`src/shared/upsc_map.vh`:
```
// constants for the usb port switch control block
// assumes a 25 MHz sys_clk and a 3-bit current limit code
`ifndef UPSC_MAP_VH
`define UPSC_MAP_VH
// power states
`define UPSC_PS_SLEEP   2'h0
`define UPSC_PS_DETECT  2'h1
`define UPSC_PS_ACTIVE  2'h2
`define UPSC_PS_ERROR   2'h3
// emulation profiles
`define UPSC_PROF_NONE  3'h0
`define UPSC_PROF_CDP   3'h1
`define UPSC_PROF_DCP   3'h2
`define UPSC_PROF_OTHER 3'h3
// limit codes
`define UPSC_LIM_MIN    3'h0
`define UPSC_LIM_168    3'h4
// strap field positions: bit 3 comm mode, bits 2:0 limit
`define UPSC_STRAP_COMM 3
`define UPSC_STRAP_LIM_HI 2
// timing (clock 25 MHz)
`define UPSC_CLK_MHZ        25
`define UPSC_SHORT_LIM_US   2
`define UPSC_SHORT_LIM_CYC  (`UPSC_SHORT_LIM_US * `UPSC_CLK_MHZ)
`define UPSC_RISE_US        100
`define UPSC_RISE_CYC       (`UPSC_RISE_US * `UPSC_CLK_MHZ)
`define UPSC_RETRY_MS       200
`define UPSC_RETRY_CYC      (`UPSC_RETRY_MS * 1000 * `UPSC_CLK_MHZ)
`define UPSC_RESTORE_MS     200
`define UPSC_RESTORE_CYC    (`UPSC_RESTORE_MS * 1000 * `UPSC_CLK_MHZ)
// low current threshold codes
`define UPSC_LOWCUR_NORM    1'b0
`define UPSC_LOWCUR_120MA   1'b1
`endif
```
`src/design/upsc_switch_ctrl.v`:
```
// data-line switch and port power switch control with thermal loop
// assumes analog comparators and pins arrive asynchronously; all pass two flops
`include "upsc_map.vh"
module upsc_switch_ctrl (
  input  wire       sys_clk,
  input  wire       rst,
  input  wire [1:0] powerState,
  input  wire [2:0] profile,
  input  wire       profileAccepted,
  input  wire       emulationCycling,
  input  wire       emulationTimeout,
  input  wire       dedicatedCharging,
  input  wire       data_switch_in_dedicated_charging,
  input  wire       detectDataSwitchEnable,
  input  wire       coreSupplyOk,
  input  wire       busDischarging,
  input  wire       port_power_enable,
  input  wire       attachEvent,
  input  wire [3:0] strap_select_pin,
  input  wire       progLimitWrite,
  input  wire [2:0] progLimit,
  input  wire       overLimit,
  input  wire       overShort,
  input  wire       overTemp,
  input  wire       belowHyst,
  input  wire       controlChanged,
  output reg        data_line_switch,
  output reg        portPowerSwitch,
  output reg        bypassCapActive,
  output reg  [2:0] current_limit_setting,
  output reg        constant_current_limiting,
  output reg        low_current_threshold,
  output reg        softStartActive,
  output reg        shortLimitActive,
  output reg        errorRequest,
  output reg        alertN,
  output reg        profileRemove,
  output reg        commMode,
  output reg  [2:0] strapLimit
);
  // ------------------------------------------------------------
  // input synchronisers
  // ------------------------------------------------------------
  localparam NSYNC = 10;
  wire [NSYNC-1:0] rawIn = {strap_select_pin, port_power_enable, coreSupplyOk,
                            overLimit, overShort, overTemp, belowHyst};
  reg  [NSYNC-1:0] syncA;
  reg  [NSYNC-1:0] syncB;
  genvar gi;
  generate
    for (gi = 0; gi < NSYNC; gi = gi + 1) begin : g_sync
      always @(posedge sys_clk or posedge rst) begin
        if (rst) begin
          syncA[gi] <= 1'b0;
          syncB[gi] <= 1'b0;
        end else begin
          syncA[gi] <= rawIn[gi];
          syncB[gi] <= syncA[gi];
        end
      end
    end
  endgenerate
  wire [3:0] strapS   = syncB[9:6];
  wire       enS      = syncB[5];
  wire       vddOk    = syncB[4];
  wire       ovLimS   = syncB[3];
  wire       ovShortS = syncB[2];
  wire       hotS     = syncB[1];
  wire       coolS    = syncB[0];

  // ------------------------------------------------------------
  // strap capture and limit programming
  // ------------------------------------------------------------
  // strap taken after sync pipe fills, once only
  reg [1:0] strapWait;
  reg       strapTaken;
  reg [2:0] progStored;
  always @(posedge sys_clk or posedge rst) begin
    if (rst) begin
      strapWait  <= 2'h0;
      strapTaken <= 1'b0;
      commMode   <= 1'b0;
      strapLimit <= 3'h7;
      // minimum until the strap is known, so the output never tops the strap
      progStored <= 3'h0;
    end else begin
      if (!strapTaken) begin
        if (strapWait == 2'h3) begin
          strapTaken <= 1'b1;
          commMode   <= strapS[`UPSC_STRAP_COMM];
          strapLimit <= strapS[`UPSC_STRAP_LIM_HI:0];
          progStored <= strapS[`UPSC_STRAP_LIM_HI:0];
        end else begin
          strapWait <= strapWait + 2'h1;
        end
      end else if (progLimitWrite) begin
        progStored <= (progLimit > strapLimit) ? strapLimit : progLimit;
      end
    end
  end

  // ------------------------------------------------------------
  // soft start and short circuit timers
  // ------------------------------------------------------------
  reg enPrev;
  always @(posedge sys_clk or posedge rst) begin
    if (rst) enPrev <= 1'b0;
    else     enPrev <= enS;
  end
  wire softKick = (enS && !enPrev) ||
                  (attachEvent && powerState == `UPSC_PS_DETECT && enS);
  localparam [31:0] SOFT_CYC  = `UPSC_RISE_CYC;
  localparam [31:0] SHORT_CYC = `UPSC_SHORT_LIM_CYC;
  wire softBusy;
  upsc_timer #(.WIDTH(24)) uSoft (
    .sys_clk (sys_clk),
    .rst     (rst),
    .start   (softKick),
    .abort   (!enS),
    .load    (SOFT_CYC[23:0]),
    .busy    (softBusy),
    .done    ()
  );

  reg  shortPrev;
  wire shortDone;
  always @(posedge sys_clk or posedge rst) begin
    if (rst) shortPrev <= 1'b0;
    else     shortPrev <= ovShortS;
  end
  upsc_timer #(.WIDTH(24)) uShort (
    .sys_clk (sys_clk),
    .rst     (rst),
    .start   (ovShortS && !shortPrev),
    .abort   (!ovShortS),
    .load    (SHORT_CYC[23:0]),
    .busy    (),
    .done    (shortDone)
  );

  // ------------------------------------------------------------
  // thermal management loop
  // ------------------------------------------------------------
  localparam TH_IDLE    = 3'h0;
  localparam TH_OPEN    = 3'h1;
  localparam TH_CHECK   = 3'h2;
  localparam TH_HOLD    = 3'h3;
  localparam TH_RESTORE = 3'h4;
  reg  [2:0] thState;
  reg  [2:0] thLimit;
  reg        thActive;
  reg        thForcedTrip;
  reg        thSwitchOpen;
  reg        profileBlocked;
  wire       thTimerDone;
  reg        thTimerStart;
  reg [31:0] thLoad;

  // base mode before thermal override
  wire ccBase = (profile == `UPSC_PROF_CDP) ||
                (profile == `UPSC_PROF_DCP && profileAccepted && ovLimS &&
                 progStored < `UPSC_LIM_168) ||
                (emulationCycling && !profileAccepted && emulationTimeout);
  // otherwise trip is the default mode

  always @(posedge sys_clk or posedge rst) begin
    if (rst) begin
      thState        <= TH_IDLE;
      thLimit        <= 3'h7;
      thActive       <= 1'b0;
      thForcedTrip   <= 1'b0;
      thSwitchOpen   <= 1'b0;
      profileBlocked <= 1'b0;
      thTimerStart   <= 1'b0;
      thLoad         <= 32'h0;
    end else begin
      thTimerStart <= 1'b0;
      if (controlChanged)
        profileBlocked <= 1'b0;
      case (thState)
        TH_IDLE: begin
          if (hotS && portPowerSwitch) begin
            thActive     <= 1'b1;
            thSwitchOpen <= 1'b1;
            thLimit      <= (progStored == `UPSC_LIM_MIN) ? `UPSC_LIM_MIN : progStored - 3'h1;
            thTimerStart <= 1'b1;
            thLoad       <= `UPSC_RETRY_CYC;
            if (emulationCycling && profileAccepted)
              profileBlocked <= 1'b1;
            thState <= TH_OPEN;
          end
        end
        TH_OPEN: begin
          if (thTimerDone) begin
            thSwitchOpen <= 1'b0;
            thState      <= TH_CHECK;
          end
        end
        TH_CHECK: begin
          if (coolS) begin
            if (thForcedTrip) begin
              thTimerStart <= 1'b1;
              thLoad       <= `UPSC_RESTORE_CYC;
              thState      <= TH_RESTORE;
            end else begin
              thActive <= 1'b0;
              thState  <= TH_IDLE;
            end
          end else if (hotS) begin
            if (thLimit != `UPSC_LIM_MIN) begin
              thSwitchOpen <= 1'b1;
              thLimit      <= thLimit - 3'h1;
              thTimerStart <= 1'b1;
              thLoad       <= `UPSC_RETRY_CYC;
              thState      <= TH_OPEN;
            end else if (ccBase && !thForcedTrip) begin
              thForcedTrip <= 1'b1;
              thLimit      <= (progStored == `UPSC_LIM_MIN) ? `UPSC_LIM_MIN : progStored - 3'h1;
            end else begin
              thState <= TH_HOLD;
            end
          end
        end
        TH_HOLD: begin
          if (coolS) begin
            if (thForcedTrip) begin
              thTimerStart <= 1'b1;
              thLoad       <= `UPSC_RESTORE_CYC;
              thState      <= TH_RESTORE;
            end else begin
              thActive <= 1'b0;
              thState  <= TH_IDLE;
            end
          end
        end
        TH_RESTORE: begin
          if (thTimerDone) begin
            thActive     <= 1'b0;
            thForcedTrip <= 1'b0;
            thState      <= TH_IDLE;
          end
        end
        default: thState <= TH_IDLE;
      endcase
    end
  end

  upsc_timer #(.WIDTH(32)) uTherm (
    .sys_clk (sys_clk),
    .rst     (rst),
    .start   (thTimerStart),
    .abort   (1'b0),
    .load    (thLoad),
    .busy    (),
    .done    (thTimerDone)
  );

  // ------------------------------------------------------------
  // switch decisions
  // ------------------------------------------------------------
  wire emulOpen  = (profile != `UPSC_PROF_NONE) && (profile != `UPSC_PROF_CDP);
  wire dedOpen   = dedicatedCharging && !data_switch_in_dedicated_charging;
  wire stateOk   = (powerState == `UPSC_PS_ACTIVE) ||
                   (powerState == `UPSC_PS_DETECT && detectDataSwitchEnable);
  wire next_data = vddOk && stateOk && !emulOpen && !dedOpen;
  // thermal opening never requests discharge; the load drains the bus
  wire tripNow   = !constant_current_limiting && ovLimS && portPowerSwitch;
  // trip held until Active is left; without it the switch chatters back on
  reg  tripHold;
  always @(posedge sys_clk or posedge rst) begin
    if (rst)
      tripHold <= 1'b0;
    else if (tripNow || shortDone)
      tripHold <= 1'b1;
    else if (powerState != `UPSC_PS_ACTIVE)
      tripHold <= 1'b0;
  end
  wire next_pwr  = (powerState == `UPSC_PS_ACTIVE) && enS && !busDischarging && !tripHold &&
                   !thSwitchOpen && !tripNow && !shortDone;

  always @(posedge sys_clk or posedge rst) begin
    if (rst) begin
      data_line_switch          <= 1'b0;
      portPowerSwitch           <= 1'b0;
      bypassCapActive           <= 1'b0;
      current_limit_setting     <= 3'h0;
      constant_current_limiting <= 1'b0;
      low_current_threshold     <= `UPSC_LOWCUR_NORM;
      softStartActive           <= 1'b0;
      shortLimitActive          <= 1'b0;
      errorRequest              <= 1'b0;
      alertN                    <= 1'b1;
      profileRemove             <= 1'b0;
    end else begin
      data_line_switch          <= next_data;
      portPowerSwitch           <= next_pwr;
      bypassCapActive           <= (powerState == `UPSC_PS_DETECT);
      current_limit_setting     <= thActive ? thLimit : progStored;
      constant_current_limiting <= ccBase && !thForcedTrip;
      low_current_threshold     <= thForcedTrip ? `UPSC_LOWCUR_120MA : `UPSC_LOWCUR_NORM;
      softStartActive           <= softBusy;
      shortLimitActive          <= ovShortS;
      errorRequest              <= tripNow || shortDone || tripHold;
      if (tripNow || shortDone)
        alertN <= 1'b0;
      else if (powerState != `UPSC_PS_ERROR && !errorRequest)
        alertN <= 1'b1;
      profileRemove             <= profileBlocked;
    end
  end
endmodule // upsc_switch_ctrl

```
`src/design/upsc_timer.v`:
```
// down-counting one-shot timer used for soft start, short limit and thermal timers
// assumes start is a one-cycle pulse on sys_clk; restart while busy reloads
module upsc_timer #(
  parameter WIDTH = 24
) (
  input  wire             sys_clk,
  input  wire             rst,
  input  wire             start,
  input  wire             abort,
  input  wire [WIDTH-1:0] load,
  output reg              busy,
  output reg              done
);
  reg [WIDTH-1:0] count;

  always @(posedge sys_clk or posedge rst) begin
    if (rst) begin
      count <= {WIDTH{1'b0}};
      busy  <= 1'b0;
      done  <= 1'b0;
    end else begin
      done <= 1'b0;
      if (abort) begin
        busy <= 1'b0;
      end else if (start) begin
        count <= load;
        busy  <= 1'b1;
      end else if (busy) begin
        if (count <= {{(WIDTH-1){1'b0}}, 1'b1}) begin
          busy <= 1'b0;
          done <= 1'b1;
        end else begin
          count <= count - {{(WIDTH-1){1'b0}}, 1'b1};
        end
      end
    end
  end
endmodule // upsc_timer

```
`config.mk`:
```
export PLATFORM = sky130hd
export DESIGN_NAME = upsc_switch_ctrl
export DESIGN_NICKNAME = d
export VERILOG_FILES = /design/src/design/upsc_switch_ctrl.v /design/src/design/upsc_timer.v
export VERILOG_INCLUDE_DIRS = /design/src /design/src/shared
export SDC_FILE = /design/constraint.sdc
export NUM_CORES = 1
export LEC_CHECK = 0
export ABC_AREA = 1
export BUFFER_PORTS_ARGS = -buffer_cell sky130_fd_sc_hd__buf_2
export CORE_MARGIN = 4
export CORE_UTILIZATION = 55
export CTS_BUF_LIST = sky130_fd_sc_hd__clkbuf_16
export CTS_CLUSTER_SIZE = 30
export DETAILED_ROUTE_END_ITERATION = 6
export PLACE_DENSITY = 0.85
export SLEW_MARGIN = 15
export SYNTH_ARGS = -nofsm -noshare
export SYNTH_HDL_FRONTEND = slang
export SYNTH_SLANG_ARGS = --single-unit
```
`constraint.sdc`:
```
create_clock -name sys_clk -period 5.8 [get_ports sys_clk]
set_input_delay 0.87 -clock sys_clk [delete_from_list [all_inputs] [get_ports sys_clk]]
set_output_delay 0.87 -clock sys_clk [all_outputs]
set_load 0.01 [all_outputs]
```
## After elaboration in Yosys (flattened, before gate mapping)

Cells that the tools add are included.

| operators by class | value |
|---|---|
| $add $sub $neg | 6 |
| $lt $le $gt $ge | 5 |
| equality and inequality tests | 31 |
| multiplexer cells | 87 |
| bitwise gates (word level) | 2 |
| reductions and logical operators | 75 |

Operators with widths:

| kind | number |
|---|---|
| $mux W32 | 9 |
| $mux W24 | 6 |
| $pmux W32 S3 | 1 |
| $mux W3 | 20 |
| $le A24 B1 Y1 const B | 2 |
| $sub A24 B1 Y24 const B | 2 |
| $mux W1 | 45 |
| $le A32 B1 Y1 const B | 1 |
| $sub A32 B1 Y32 const B | 1 |
| $logic_and A1 B1 Y1 | 27 |
| $ne A2 B2 Y1 const B | 13 |
| $reduce_and A6 Y1 | 3 |
| $reduce_bool A2 Y1 | 8 |
| $pmux W3 S5 | 1 |
| $reduce_and A5 Y1 | 3 |
| $reduce_bool A3 Y1 | 5 |
| $logic_not A1 Y1 | 14 |
| $eq A3 B2 Y1 const B | 3 |
| $ne A3 B3 Y1 const B | 3 |
| $pmux W1 S3 | 3 |
| $ne A2 B1 Y1 const B | 4 |
| $reduce_and A2 Y1 | 4 |
| $eq A3 B1 Y1 const B | 2 |
| $logic_not A3 Y1 | 2 |
| 15 further kinds | 24 |

| storage, ports and cells | value |
|---|---|
| flip-flop bits (word level) | 173 |
| bits of input ports | 30 |
| output and inout port bits | 17 |

## Logic depth before layout (Yosys ltp)

Gate-level depths: netlist of run 1.

| logic depth | value |
|---|---|
| depth in word-level cells | 12 |
| depth in mapped cells | 12 |

## Cells and area by module

A second synthesis of run 1 with hierarchy kept.

| second synthesis, totals | value |
|---|---|
| cells, all modules | 1455 |
| area total of the unflattened synthesis | 10042.1 um^2 |

Modules (own cells, without submodules):

| module | times used | cells each | area each (um^2) |
|---|---|---|---|
| upsc_timer (uShort ...) | 2 | 319 | 1934.4 |
| upsc_switch_ctrl | 1 | 354 | 3465.8 |
| upsc_timer (uTherm) | 1 | 463 | 2707.6 |

## Worst setup path after synthesis of run 1

No wires, ideal clock.

| path | value |
|---|---|
| path kind | input-to-reg |
| from | input port progLimit[2] |
| to | register progStored[0] |
| library setup time | 0.130 ns |
| arrival time | 1.791 ns |
| required time | 5.670 ns |
| setup slack | 3.878 ns |
| stages on the path | 6 |
| path buffers | 0 |
| path through | ha_1 -> nand2_1 -> o21ai_0 -> nand2_1 -> o211ai_1 -> nand3_1 |

| on the way | value |
|---|---|
| longest elaborated chain between the ends | 4 |

RTL lines:

| item | line | RTL |
|---|---|---|
| start, declared | upsc_switch_ctrl.v:21 | `input wire [2:0] progLimit,` |
| $gt A3 B3 Y1 | upsc_switch_ctrl.v:97 | `progStored <= (progLimit > strapLimit) ? strapLimit : progLimit;` |
| $mux W3 | upsc_switch_ctrl.v:97 |  |
| $mux W3 | upsc_switch_ctrl.v:96 | `end else if (progLimitWrite) begin` |
| $mux W3 | upsc_switch_ctrl.v:87 | `if (!strapTaken) begin` |
| end signal, assigned | upsc_switch_ctrl.v:92 | `` progStored <= strapS[`UPSC_STRAP_LIM_HI:0]; `` |
| end signal, assigned | upsc_switch_ctrl.v:97 |  |
| end, declared | upsc_switch_ctrl.v:77 | `reg [2:0] progStored;` |

No other way between the ends. The select of a mux whose other input is x is not followed.
A chain may end at the register's enable or synchronous reset.

## Worst setup path after layout of run 1

| path | value |
|---|---|
| from | register uTherm.count[0] |
| to | register uTherm.count[10] |

| on the way | value |
|---|---|
| longest elaborated chain between the ends | 4 |
| elaborated cells between the ends (all ways) | 7 |
| those cells by class | 1 x add/sub; 1 x order compare; 1 x eq/ne; 3 x mux; 1 x reduce/logical |

RTL lines:

| item | line | RTL |
|---|---|---|
| start, declared | upsc_timer.v:14 | `reg [WIDTH-1:0] count;` |
| start signal, assigned | upsc_timer.v:18 | `count <= {WIDTH{1'b0}};` |
| start signal, assigned | upsc_timer.v:26 | `count <= load;` |
| start signal, assigned | upsc_timer.v:33 | `count <= count - {{(WIDTH-1){1'b0}}, 1'b1};` |
| $sub A32 B1 Y32 | upsc_timer.v:33 |  |
| $mux W32 | upsc_timer.v:29 | `if (count <= {{(WIDTH-1){1'b0}}, 1'b1}) begin` |
| $mux W32 | upsc_timer.v:28 | `end else if (busy) begin` |
| $mux W32 | upsc_timer.v:25 | `end else if (start) begin` |

Parallel ways exist; a longest one is shown, timed or not. The select of a mux whose other input is x is not followed.

==> impl_metrics.tcl, run 1 <==
set metrics [dict create \
    outcome "complete, no violations" \
    postSynth.asyncResetShare_pct 100 \
    antenna_found_initial 0 \
    drt_iter0_drc 831 \
    fp.dieW_um 137 \
    numPortBuffers 46 \
    synth.top_cells.by_area "dfrtp_1, nand2_1, nor2_1, nand3_1, inv_1" \
    ios 47 \
    use_met1_pct 33.9 \
    cts_tree "done" \
    cts_setup_buffers 0 \
    drt-total-wl_um 21700 \
    drt-pass1-iter-count 7 \
    leakagePower_nw 5.00 \
    coreArea_mm2 0.0165 \
    fin_worst_skew_ps 8.05 \
    final_antenna_net_count 0 \
    powerDensity_mw_per_mm2 382 \
    synth_commonest_cells "nand2_1, nor2_1, dfrtp_1" \
    use_met3_pct 4.31 \
    met2_usage_pct 39.3 \
    critPathMaxFanout 30 \
    syn_area_mm2 0.00920 \
    clk_latency_ps 430 \
    cts-root-buf "clkbuf_16" \
    tightest_slew_ps 1010 \
    relSlewSlack_pct 33.0 \
    ys.flop_type "dfrtp_1" \
    cts_htree_levels 4 \
    cp_slowest_cell "nand2_2" \
    required_ps 6170 \
    cts_buffer_depth 2 \
    grt_max_degree 83 \
    peakVddDrop_mv 0.243 \
    synth-seq-cells 173 \
    report.final.slew_viol_count 0 \
    worst-setup-path-type "reg -> reg" \
    start_kind "register" \
    synth_top_area_share_pct 45.2 \
    wire_per_inst_um 14.6 \
    route.vias.total 8093 \
    cp_data_arrival_time_ps 2850 \
    finalCriticalPeriod_ps 2480 \
    viasPerCell 5.42 \
    setup_viol 0 \
    critPathMaxStageDelay_ps 420 \
    cts_inserted_buffers 17 \
    seq_area_frac_synth_pct 47.2 \
    ys_types 40 \
    cts.clk_slew.worst_paths_ps 70 \
    grt_pass1_wl_um 37000 \
    synth-warning-count 0 \
    synthCells 1220 \
    postLayoutSetupSlackWorst_ps 3320 \
    worstPathCellList "inv_1 > ha_1 > nor2_1 > nor2_1 > nand3_2 > o21ai_4 > nand2_2 > inv_2 > nand2_1 > nand2_1" \
    die_height_um 137 \
    hold_viol_final 0 \
    synth_area_leader_cell "dfrtp_1" \
    dieArea_mm2 0.0189 \
    place_congestion 0.965 \
    fin_nets 1304 \
    postCtsHoldBufs 0 \
    rsz0062_at_grt "false" \
    initial_core_util_pct 55.8 \
    avgSynthCellArea_um2 7.54 \
    fin_crit_sh_pct 42.8 \
    crit_path_end_kind "register" \
    place_ws_ps 3290 \
    fin_setup_tns_ps 0 \
    grt_overflow 0 \
    drv_cap 0 \
    clock-sinks 173 \
    synth_edf_count 0 \
    area_growth_pct 10.5 \
    syn_nets 1264 \
    dp_hpwl_um 15400 \
    fmax_ghz 0.403 \
    holdPathStages 0 \
    yosysMostFrequentCell "nand2_1" \
    rows 47 \
    drive_gt1_share_pct 10.1 \
    utilization_pct 61.7 \
    grt_pass1_vias 7868 \
    cts_resized 0 \
    post-route-drc-count 0 \
    num_antenna_cells 0 \
    grt-busiest-layer "met2" \
    r2r_cells 10 \
    hold_path_class "reg -> reg" \
    grt.total_usage_pct 24.5 \
]
## power by group
part / switching, mW / internal, mW / leakage, nW
clock: 0.515 / 0.651 / 0.295
sequential: 0.190 / 1.36 / 2.18
combinational: 0.810 / 0.361 / 2.52
total: 1.52 / 2.37 / 5.00
## sequential cells by signal, indices dropped and copies added, names as in the netlist, 2 cells and up
name and flops:
current_limit_setting 3, progStored 3, strapLimit 3, strapS 4
strapWait 2, syncA 10, thLimit 3, thLoad 32
thState 3, uShort.count 24, uSoft.count 24, uTherm.count 32
## per-stage QoR
step           cells  hold WS [ps]  instance area [um^2]  power [mW]
3_5_place_dp    1461           335                  9560        2.71
5_1_grt         1493           359                 10200        4.14
2_1_floorplan   1220           331                  9200        2.44
4_1_cts         1493           353                 10200        3.89
3_3_place_gp    1461           333                  9560        2.67
6_report        1493           353                 10200        3.88
## layer usage
| metal | routed length, um | share of wire (%) |
|---|---|---|
| met1 | 9690 | 45 |
| met4 | 519 | 2.4 |
| met3 | 1250 | 5.8 |
| met5 | 0 | 0 |
| met2 | 10300 | 47 |
## layout make-up
type	count	area, um^2
Fill cell	1425	6310
Sequential cell	173	4340
Multi-Input combinational cell	881	4170
Inverter	138	524
Clock buffer	17	425
Tap cell	220	275
Timing Repair Buffer	49	253
Clock inverter	15	171
## critical path: cells and delay by family (launching register included)
family,cells,cell delay [ps]
flip-flops,1,400
AND/OR/NAND/NOR,6,960
buffers and inverters,2,430
adder cells (fa/ha/maj),1,250
AO/OA/AOI/OAI,1,380
## kinds of logic after synthesis
logic type	Yosys count	synth area share, %
DFF	173	47.2
adders and majority gates	14	1.91
xor gates and xnor gates	25	2.38
and+or+nand+nor	721	33.7
AOI/OAI and AO/OA	120	7.21
muxes	1	0.122
buffers and inverters	166	7.47
## final timing paths
check	startpoint	to	slack (ps)
max	uTherm.count[0]$_DFFE_PP0P_	uTherm.count[10]$_DFFE_PP0P_	3320
min	syncA[3]$_DFF_PP0_	ovLimS$_DFF_PP0_	350
max reg2reg	uTherm.count[0]$_DFFE_PP0P_	uTherm.count[10]$_DFFE_PP0P_	3320
min reg2reg	syncA[3]$_DFF_PP0_	ovLimS$_DFF_PP0_	350
max in group asynchronous	rst	thLoad[2]$_DFFE_PP0P_	4070
min in group asynchronous	rst	uSoft.count[10]$_DFFE_PP0P_	410
## cell usage in the layout (no fill, tap or decap), types with 4 or more instances in the layout
| cell | count |
|---|---|
| nand2_1 | 342 |
| nor2_1 | 184 |
| dfrtp_1 | 165 |
| inv_1 | 131 |
| nand3_1 | 102 |
| o21ai_0 | 74 |
| buf_2 | 46 |
| nand4_1 | 40 |
| xor2_1 | 19 |
| clkbuf_16 | 17 |
| nor2_2 | 14 |
| ha_1 | 14 |
| a21oi_1 | 13 |
| o21bai_1 | 11 |
| nand2_2 | 10 |
| o21ai_1 | 10 |
| nand3b_1 | 9 |
| inv_6 | 8 |
| dfstp_2 | 7 |
| xnor2_1 | 6 |
| nor3_1 | 5 |
| or2_1 | 5 |
| nor2_4 | 4 |
| inv_2 | 4 |
| o211ai_1 | 4 |
(Power assumes the default switching activity.)
==> run 2, diff against run 1 <==
--- a/config.mk
+++ b/config.mk
@@ -6,7 +6,7 @@
 export SDC_FILE = /design/constraint.sdc
 export NUM_CORES = 1
 export LEC_CHECK = 0
-export ABC_AREA = 1
+export ABC_AREA = 0
 export BUFFER_PORTS_ARGS = -buffer_cell sky130_fd_sc_hd__buf_2
 export CORE_MARGIN = 4
 export CORE_UTILIZATION = 55
==> constraint.sdc (replaced) <==
create_clock -name sys_clk -period 2.12 [get_ports sys_clk]
set_input_delay 0.318 -clock sys_clk [delete_from_list [all_inputs] [get_ports sys_clk]]
set_output_delay 0.318 -clock sys_clk [all_outputs]
set_load 0.01 [all_outputs]
==> run 2 against run 1 <==
  * The run now ends with negative setup slack left
  * Die area is 7.8% lower
  * Via count is 7.9% lower
  * Synthesized area is 8.3% lower
  * Combinational power grew to 2.8 times the previous value
  * Clock-buffer cell count stayed put
  * Non-clock buffer count is 123 higher
  * Power grew to 2.7 times the previous value
  * Core utilization is 11 points higher
  * Register-to-register slack worse by 3400 ps
  * Critical endpoint is now uSoft.count[14]$_DFFE_PP0P_
  * Largest power group unchanged
==> impl_metrics.tcl, run 2 <==
set metrics [dict create \
    postSynth.asyncResetShare_pct 100 \
    place_congestion 0.892 \
    layout_commonest_cell "dfrtp_1" \
    hold_path_class "in -> reg" \
    placed_area_mm2 0.00959 \
    synthCells 844 \
    dp_hpwl_um 12200 \
    clock-sinks 173 \
    synth-warning-count 0 \
    antenna_found_initial 0 \
    cp_slowest_cell "or4_4" \
    grt.total_usage_pct 22.9 \
    critPathMaxStageDelay_ps 560 \
    utilization_pct 72.6 \
    cts_tree "done" \
    numPortBuffers 46 \
    worst-setup-path-type "reg -> reg" \
    avgSynthCellArea_um2 9.99 \
    viasPerCell 6.22 \
    final_antenna_net_count 0 \
    post-route-drc-count 0 \
    fmax_ghz 0.451 \
    synth.top_cells.by_area "dfrtp_1, nand2_1, nor2_1, o21ai_0, dfstp_2" \
    yosysMostFrequentCell "dfrtp_1" \
    ios 47 \
    num_antenna_cells 0 \
    crit_family "simple AND/OR/NAND/NOR gates" \
    fin_worst_skew_ps 11.4 \
    coreArea_mm2 0.0148 \
    hold_viol_final 0 \
    cp_data_arrival_time_ps 2580 \
    powerDensity_mw_per_mm2 980 \
    outcome "complete, but fails checks" \
    tightest_slew_ps 876 \
    synth_area_leader_cell "dfrtp_1" \
    use_met1_pct 30.5 \
    layout_common_cells "dfrtp_1, buf_4, nand2_1, nor2_1, buf_2" \
    seq_area_frac_synth_pct 51.4 \
    rsz0062_at_grt "true" \
    fin_nets 1045 \
    die_height_um 132 \
    dieArea_mm2 0.0174 \
    ys.flop_type "dfrtp_1" \
    worstPathCellList "or4_4 > a311oi_4 > o2111ai_2 > buf_6 > or4_1 > a21oi_1" \
    syn_nets 888 \
    use_met3_pct 4.50 \
    cts-root-buf "clkbuf_16" \
    synth-seq-cells 173 \
    fillers 925 \
    report.final.slew_viol_count 0 \
    cts_buffer_depth 2 \
    finalCriticalPeriod_ps 2220 \
    fp.dieW_um 132 \
    synth_top_area_share_pct 49.3 \
    drv_cap 0 \
    required_ps 2490 \
    rows 44 \
    met2_usage_pct 37.7 \
    cts_inserted_buffers 17 \
    grt-busiest-layer "met2" \
    drt-pass1-iter-count 5 \
    start_kind "register" \
    route.vias.total 7454 \
    grt_pass1_vias 6866 \
    crit_path_end_kind "register" \
    wire_per_inst_um 17.5 \
    crit_buf_inv 1 \
    initial_core_util_pct 57.1 \
    synth_commonest_cells "dfrtp_1, nand2_1, nor2_1" \
    fin_crit_sh_pct 105 \
    setup_viol 12 \
    relSlewSlack_pct 41.6 \
    grt_max_degree 81 \
    postLayoutSetupSlackWorst_ps -96.9 \
    grt_overflow 0 \
    area_growth_pct 27.0 \
    drive_gt1_share_pct 26.6 \
    ys_types 71 \
    cts.clk_slew.worst_paths_ps 70 \
    critPathMaxFanout 9 \
    violations "negative setup slack" \
    cts_htree_levels 4 \
    grt_pass1_wl_um 33300 \
    peakVddDrop_mv 0.858 \
    fin_setup_tns_ps -574 \
    clk_latency_ps 440 \
    drt_iter0_drc 905 \
    leakagePower_nw 4.67 \
    top_regs "thLoad: 32 flops, uTherm.count: 32 flops" \
    fin_area_mm2 0.0107 \
    drt-total-wl_um 21000 \
    syn_area_mm2 0.00843 \
    synth_edf_count 0 \
]
## run 2: through the flow
stage	power [mW]	cells	setup WS [ps]	hold slack [ps]
final	10.5	1198	-96.9	48.8
after global placement	6.86	1143	-11.0	233
after detailed placement	6.98	1143	-49.1	234
after CTS	10.1	1189	-27.1	47.8
after global routing	11.0	1198	-151	53.7
after floorplan	5.93	844	-403	331
## run 2: path summary, 6_finish.rpt
path                                            start                     endpoint  slack (ps)  cells after the start
setup / recovery           uSoft.count[2]$_DFFE_PP0P_  uSoft.count[14]$_DFFE_PP0P_        -100                      6
hold / removal                         controlChanged     profileBlocked$_DFF_PP0_          50                      2
setup reg to reg           uSoft.count[2]$_DFFE_PP0P_  uSoft.count[14]$_DFFE_PP0P_        -100                      6
hold reg to reg                    syncA[9]$_DFF_PP0_          strapS[3]$_DFF_PP0_         350                      0
max in group asynchronous                         rst           alertN$_DFFE_PP1P_        1130                      4
min in group asynchronous                         rst           syncA[7]$_DFF_PP0_         340                      3
## run 2: repair_timing
item,CTS,global route
setup buffers,3,9
pin swaps,1,15
gates resized for setup,10,62
hold endpoints to repair,12,0
hold buffers,11,0
endpoints found under the setup margin,19,84
## run 2: cells by family after synthesis
logic type               count (synthesis)  share of synthesized area [%]
AND/OR/NAND/NOR                        381                           24.3
flip-flops                             173                           51.4
AO/OA/AOI/OAI                          169                           14.3
buffers and inverters                   64                           2.92
multiplexers                            24                           2.95
XOR/XNOR                                19                           1.97
adder cells (fa/ha/maj)                 14                           2.08
## run 2: cell type report
cell class	instances	area (um^2)	share of cell area [%]
multi-input cells	607	4170	38.9
well taps	184	230	2.15
flip-flops and latches	173	4340	40.6
clock inverters	15	145	1.36
repair buffers	172	1280	12.0
inverters	30	116	1.09
clock buffers	17	425	3.97
## run 2: power breakdown
part           switching (mW)  internal, mW
Sequential              0.469          3.75
Clock                    1.46          1.56
Combinational            1.78          1.47
Total                    3.71          6.78
## run 2: layer usage
layer,wire [um],share of wire [%],vias to the layer above
met5,0,0,-
met4,604,2.9,0
met3,1240,5.9,57
met2,10400,49,339
met1,8780,42,3655
li1,-,-,3403
==> run 3, diff against run 2 <==
--- a/config.mk
+++ b/config.mk
@@ -8,12 +8,15 @@
 export LEC_CHECK = 0
 export ABC_AREA = 0
 export BUFFER_PORTS_ARGS = -buffer_cell sky130_fd_sc_hd__buf_2
+export CELL_PAD_IN_SITES_DETAIL_PLACEMENT = 1
+export CELL_PAD_IN_SITES_GLOBAL_PLACEMENT = 1
 export CORE_MARGIN = 4
-export CORE_UTILIZATION = 55
+export CORE_UTILIZATION = 44
 export CTS_BUF_LIST = sky130_fd_sc_hd__clkbuf_16
+export CTS_CLUSTER_DIAMETER = 200
 export CTS_CLUSTER_SIZE = 30
 export DETAILED_ROUTE_END_ITERATION = 6
-export PLACE_DENSITY = 0.85
+export PLACE_DENSITY = 0.86
 export SLEW_MARGIN = 15
 export SYNTH_ARGS = -nofsm -noshare
 export SYNTH_HDL_FRONTEND = slang
==> run 3 against run 2 <==
  * The run still ends with negative setup slack left
  * Clock power increased by 7.3%
  * Die area increased by 23%
  * Sequential share of layout area decreased by 1.8 points
  * Power increased by 8.9%
  * Non-clock buffer count increased by 26
  * Setup slack got worse by 88 ps
  * Global-route usage increased by 2.0 points
  * Via count increased by 6.8%
  * Clock-buffer cell count unchanged
  * Critical path depth increased by 3
  * Register-to-register slack got worse by 90 ps
  * Cell area increased by 4.8%
  * Critical path type unchanged
==> impl_metrics.tcl, run 3 (synthesis gave the netlist of run 2 again) <==
set metrics [dict create \
    outcome "complete, but fails checks" \
    violations "negative setup slack" \
    leakagePower_nw 4.85 \
    fin_area_mm2 0.0112 \
    worst-setup-path-type "reg -> reg" \
    report.final.slew_viol_count 0 \
    grt_overflow 0 \
    utilization_pct 59.8 \
    grt.total_usage_pct 24.9 \
    drv_cap 0 \
    cp_slowest_cell "or4_4" \
    num_antenna_cells 0 \
    cts_tree "done" \
    drt_iter0_drc 704 \
    powerDensity_mw_per_mm2 1020 \
    grt_max_degree 48 \
    regArea_mm2 0.00435 \
    rows 50 \
    crit_top_cell "buf_6" \
    required_ps 2430 \
    setup_viol 49 \
    grt_pass1_vias 8383 \
    fin_worst_skew_ps 12.2 \
    dieArea_mm2 0.0214 \
    viasPerCell 6.25 \
    placed_area_mm2 0.00975 \
    cts.clk_slew.worst_paths_ps 70 \
    dp_hpwl_um 15800 \
    initial_core_util_pct 44.9 \
    fin_nets 1071 \
    final_antenna_net_count 0 \
    place_congestion 0.872 \
    layout_commonest_cell "dfrtp_1" \
    clk_latency_ps 450 \
    postLayoutSetupSlackWorst_ps -185 \
    cts_buffer_depth 2 \
    relSlewSlack_pct 56.2 \
    hold_path_class "in -> reg" \
    tightest_slew_ps 656 \
    wire_per_inst_um 23.7 \
    power.total_mw 11.4 \
    r2r_slack_ps -190 \
    fin_crit_sh_pct 109 \
    layout_common_cells "dfrtp_1, buf_4, nand2_1, nor2_1, buf_2" \
    cts_inserted_buffers 17 \
    fillers 2012 \
    critPathMaxStageDelay_ps 560 \
    top_regs "thLoad: 32 flops, uTherm.count: 32 flops" \
    clock-sinks 173 \
    cp_data_arrival_time_ps 2620 \
    finalCriticalPeriod_ps 2310 \
    ios 47 \
    start_kind "register" \
    fmax_ghz 0.434 \
    drt-pass1-iter-count 7 \
    drive_gt1_share_pct 32.1 \
    multiInputGateArea_mm2 0.00437 \
    critPathMaxFanout 5 \
    fin_setup_tns_ps -2990 \
    post-route-drc-count 0 \
    coreArea_mm2 0.0188 \
    place_ws_ps -151 \
    area_growth_pct 33.1 \
    cts_htree_levels 4 \
    route.vias.total 7958 \
    cts-root-buf "clkbuf_16" \
    antenna_found_initial 0 \
    die_height_um 146 \
    grt_pass1_wl_um 43600 \
    fp.dieW_um 146 \
    numPortBuffers 46 \
    worstPathCellList "or4_4 > buf_6 > buf_6 > nor2_4 > buf_6 > buf_6 > a41o_1 > mux2i_1 > nand3_1" \
    crit_path_end_kind "register" \
    drt-total-wl_um 30200 \
    hold_viol_final 0 \
    rsz0062_at_grt "true" \
    peakVddDrop_mv 0.599 \
]
[run 3: changes by cell type in the layout (fill, tap and decap cells not counted), sizes merged]
cell,previous run,this run
clkinv,5,4
buf,161,187
bufinv,0,1
[run 3: worst paths after layout]
kind | from | depth (start not counted) | to
hold reg to reg | syncA[2]$_DFF_PP0_ | 0 | ovShortS$_DFF_PP0_
setup / recovery | uTherm.count[24]$_DFFE_PP0P_ | 9 | uTherm.count[13]$_DFFE_PP0P_
setup reg to reg | uTherm.count[24]$_DFFE_PP0P_ | 9 | uTherm.count[13]$_DFFE_PP0P_
min in group asynchronous | rst | 3 | coolS$_DFF_PP0_
max in group asynchronous | rst | 4 | alertN$_DFFE_PP1P_
hold / removal | powerState[1] | 2 | bypassCapActive$_DFF_PP0_
[run 3: per-stage QoR]
step	hold slack (ps)	instances
2_1_floorplan	331	844
3_3_place_gp	332	1206
3_5_place_dp	345	1206
4_1_cts	67.4	1252
5_1_grt	76.9	1274
6_report	76.4	1274
[run 3: power by group]
group / leakage (nW) / internal, mW / switching [mW]
combinational: 2.43 / 1.66 / 2.30
sequential: 2.13 / 3.75 / 0.483
clock: 0.292 / 1.69 / 1.55
total: 4.85 / 7.10 / 4.33
[run 3: cell type report]
cell class                 instances  area share, %
sequential                       173           38.7
tap                              234           2.61
clock buffer                      17           3.79
clock inverter                    15           1.49
inverter                          30           1.04
multi-input combinational        607           38.9
timing repair buffer             198           13.4
[run 3: critical path: cells and delay by family (launching register included)]
family	cells	cell delay (ps)
compound gates	1	260
flops	1	390
mux	1	270
buf+inv	4	500
simple gates	3	750
[run 3: per-layer routing]
layer	up-vias	routed length, um	GRT usage [%]
li1	3456	-	-
met1	4040	11800	30.2
met2	338	15500	43.7
met3	124	1610	5.00
met4	0	1280	9.41
met5	-	0	0
[run 3: timing repair]
action | CTS | global route
cloned | 0 | 2
hold buffers | 11 | 0
pin swaps | 4 | 37
resized for setup | 25 | 112
buffers inserted | 3 | 23
endpoints found under the setup margin | 37 | 93
endpoints found under the hold margin | 22 | 0
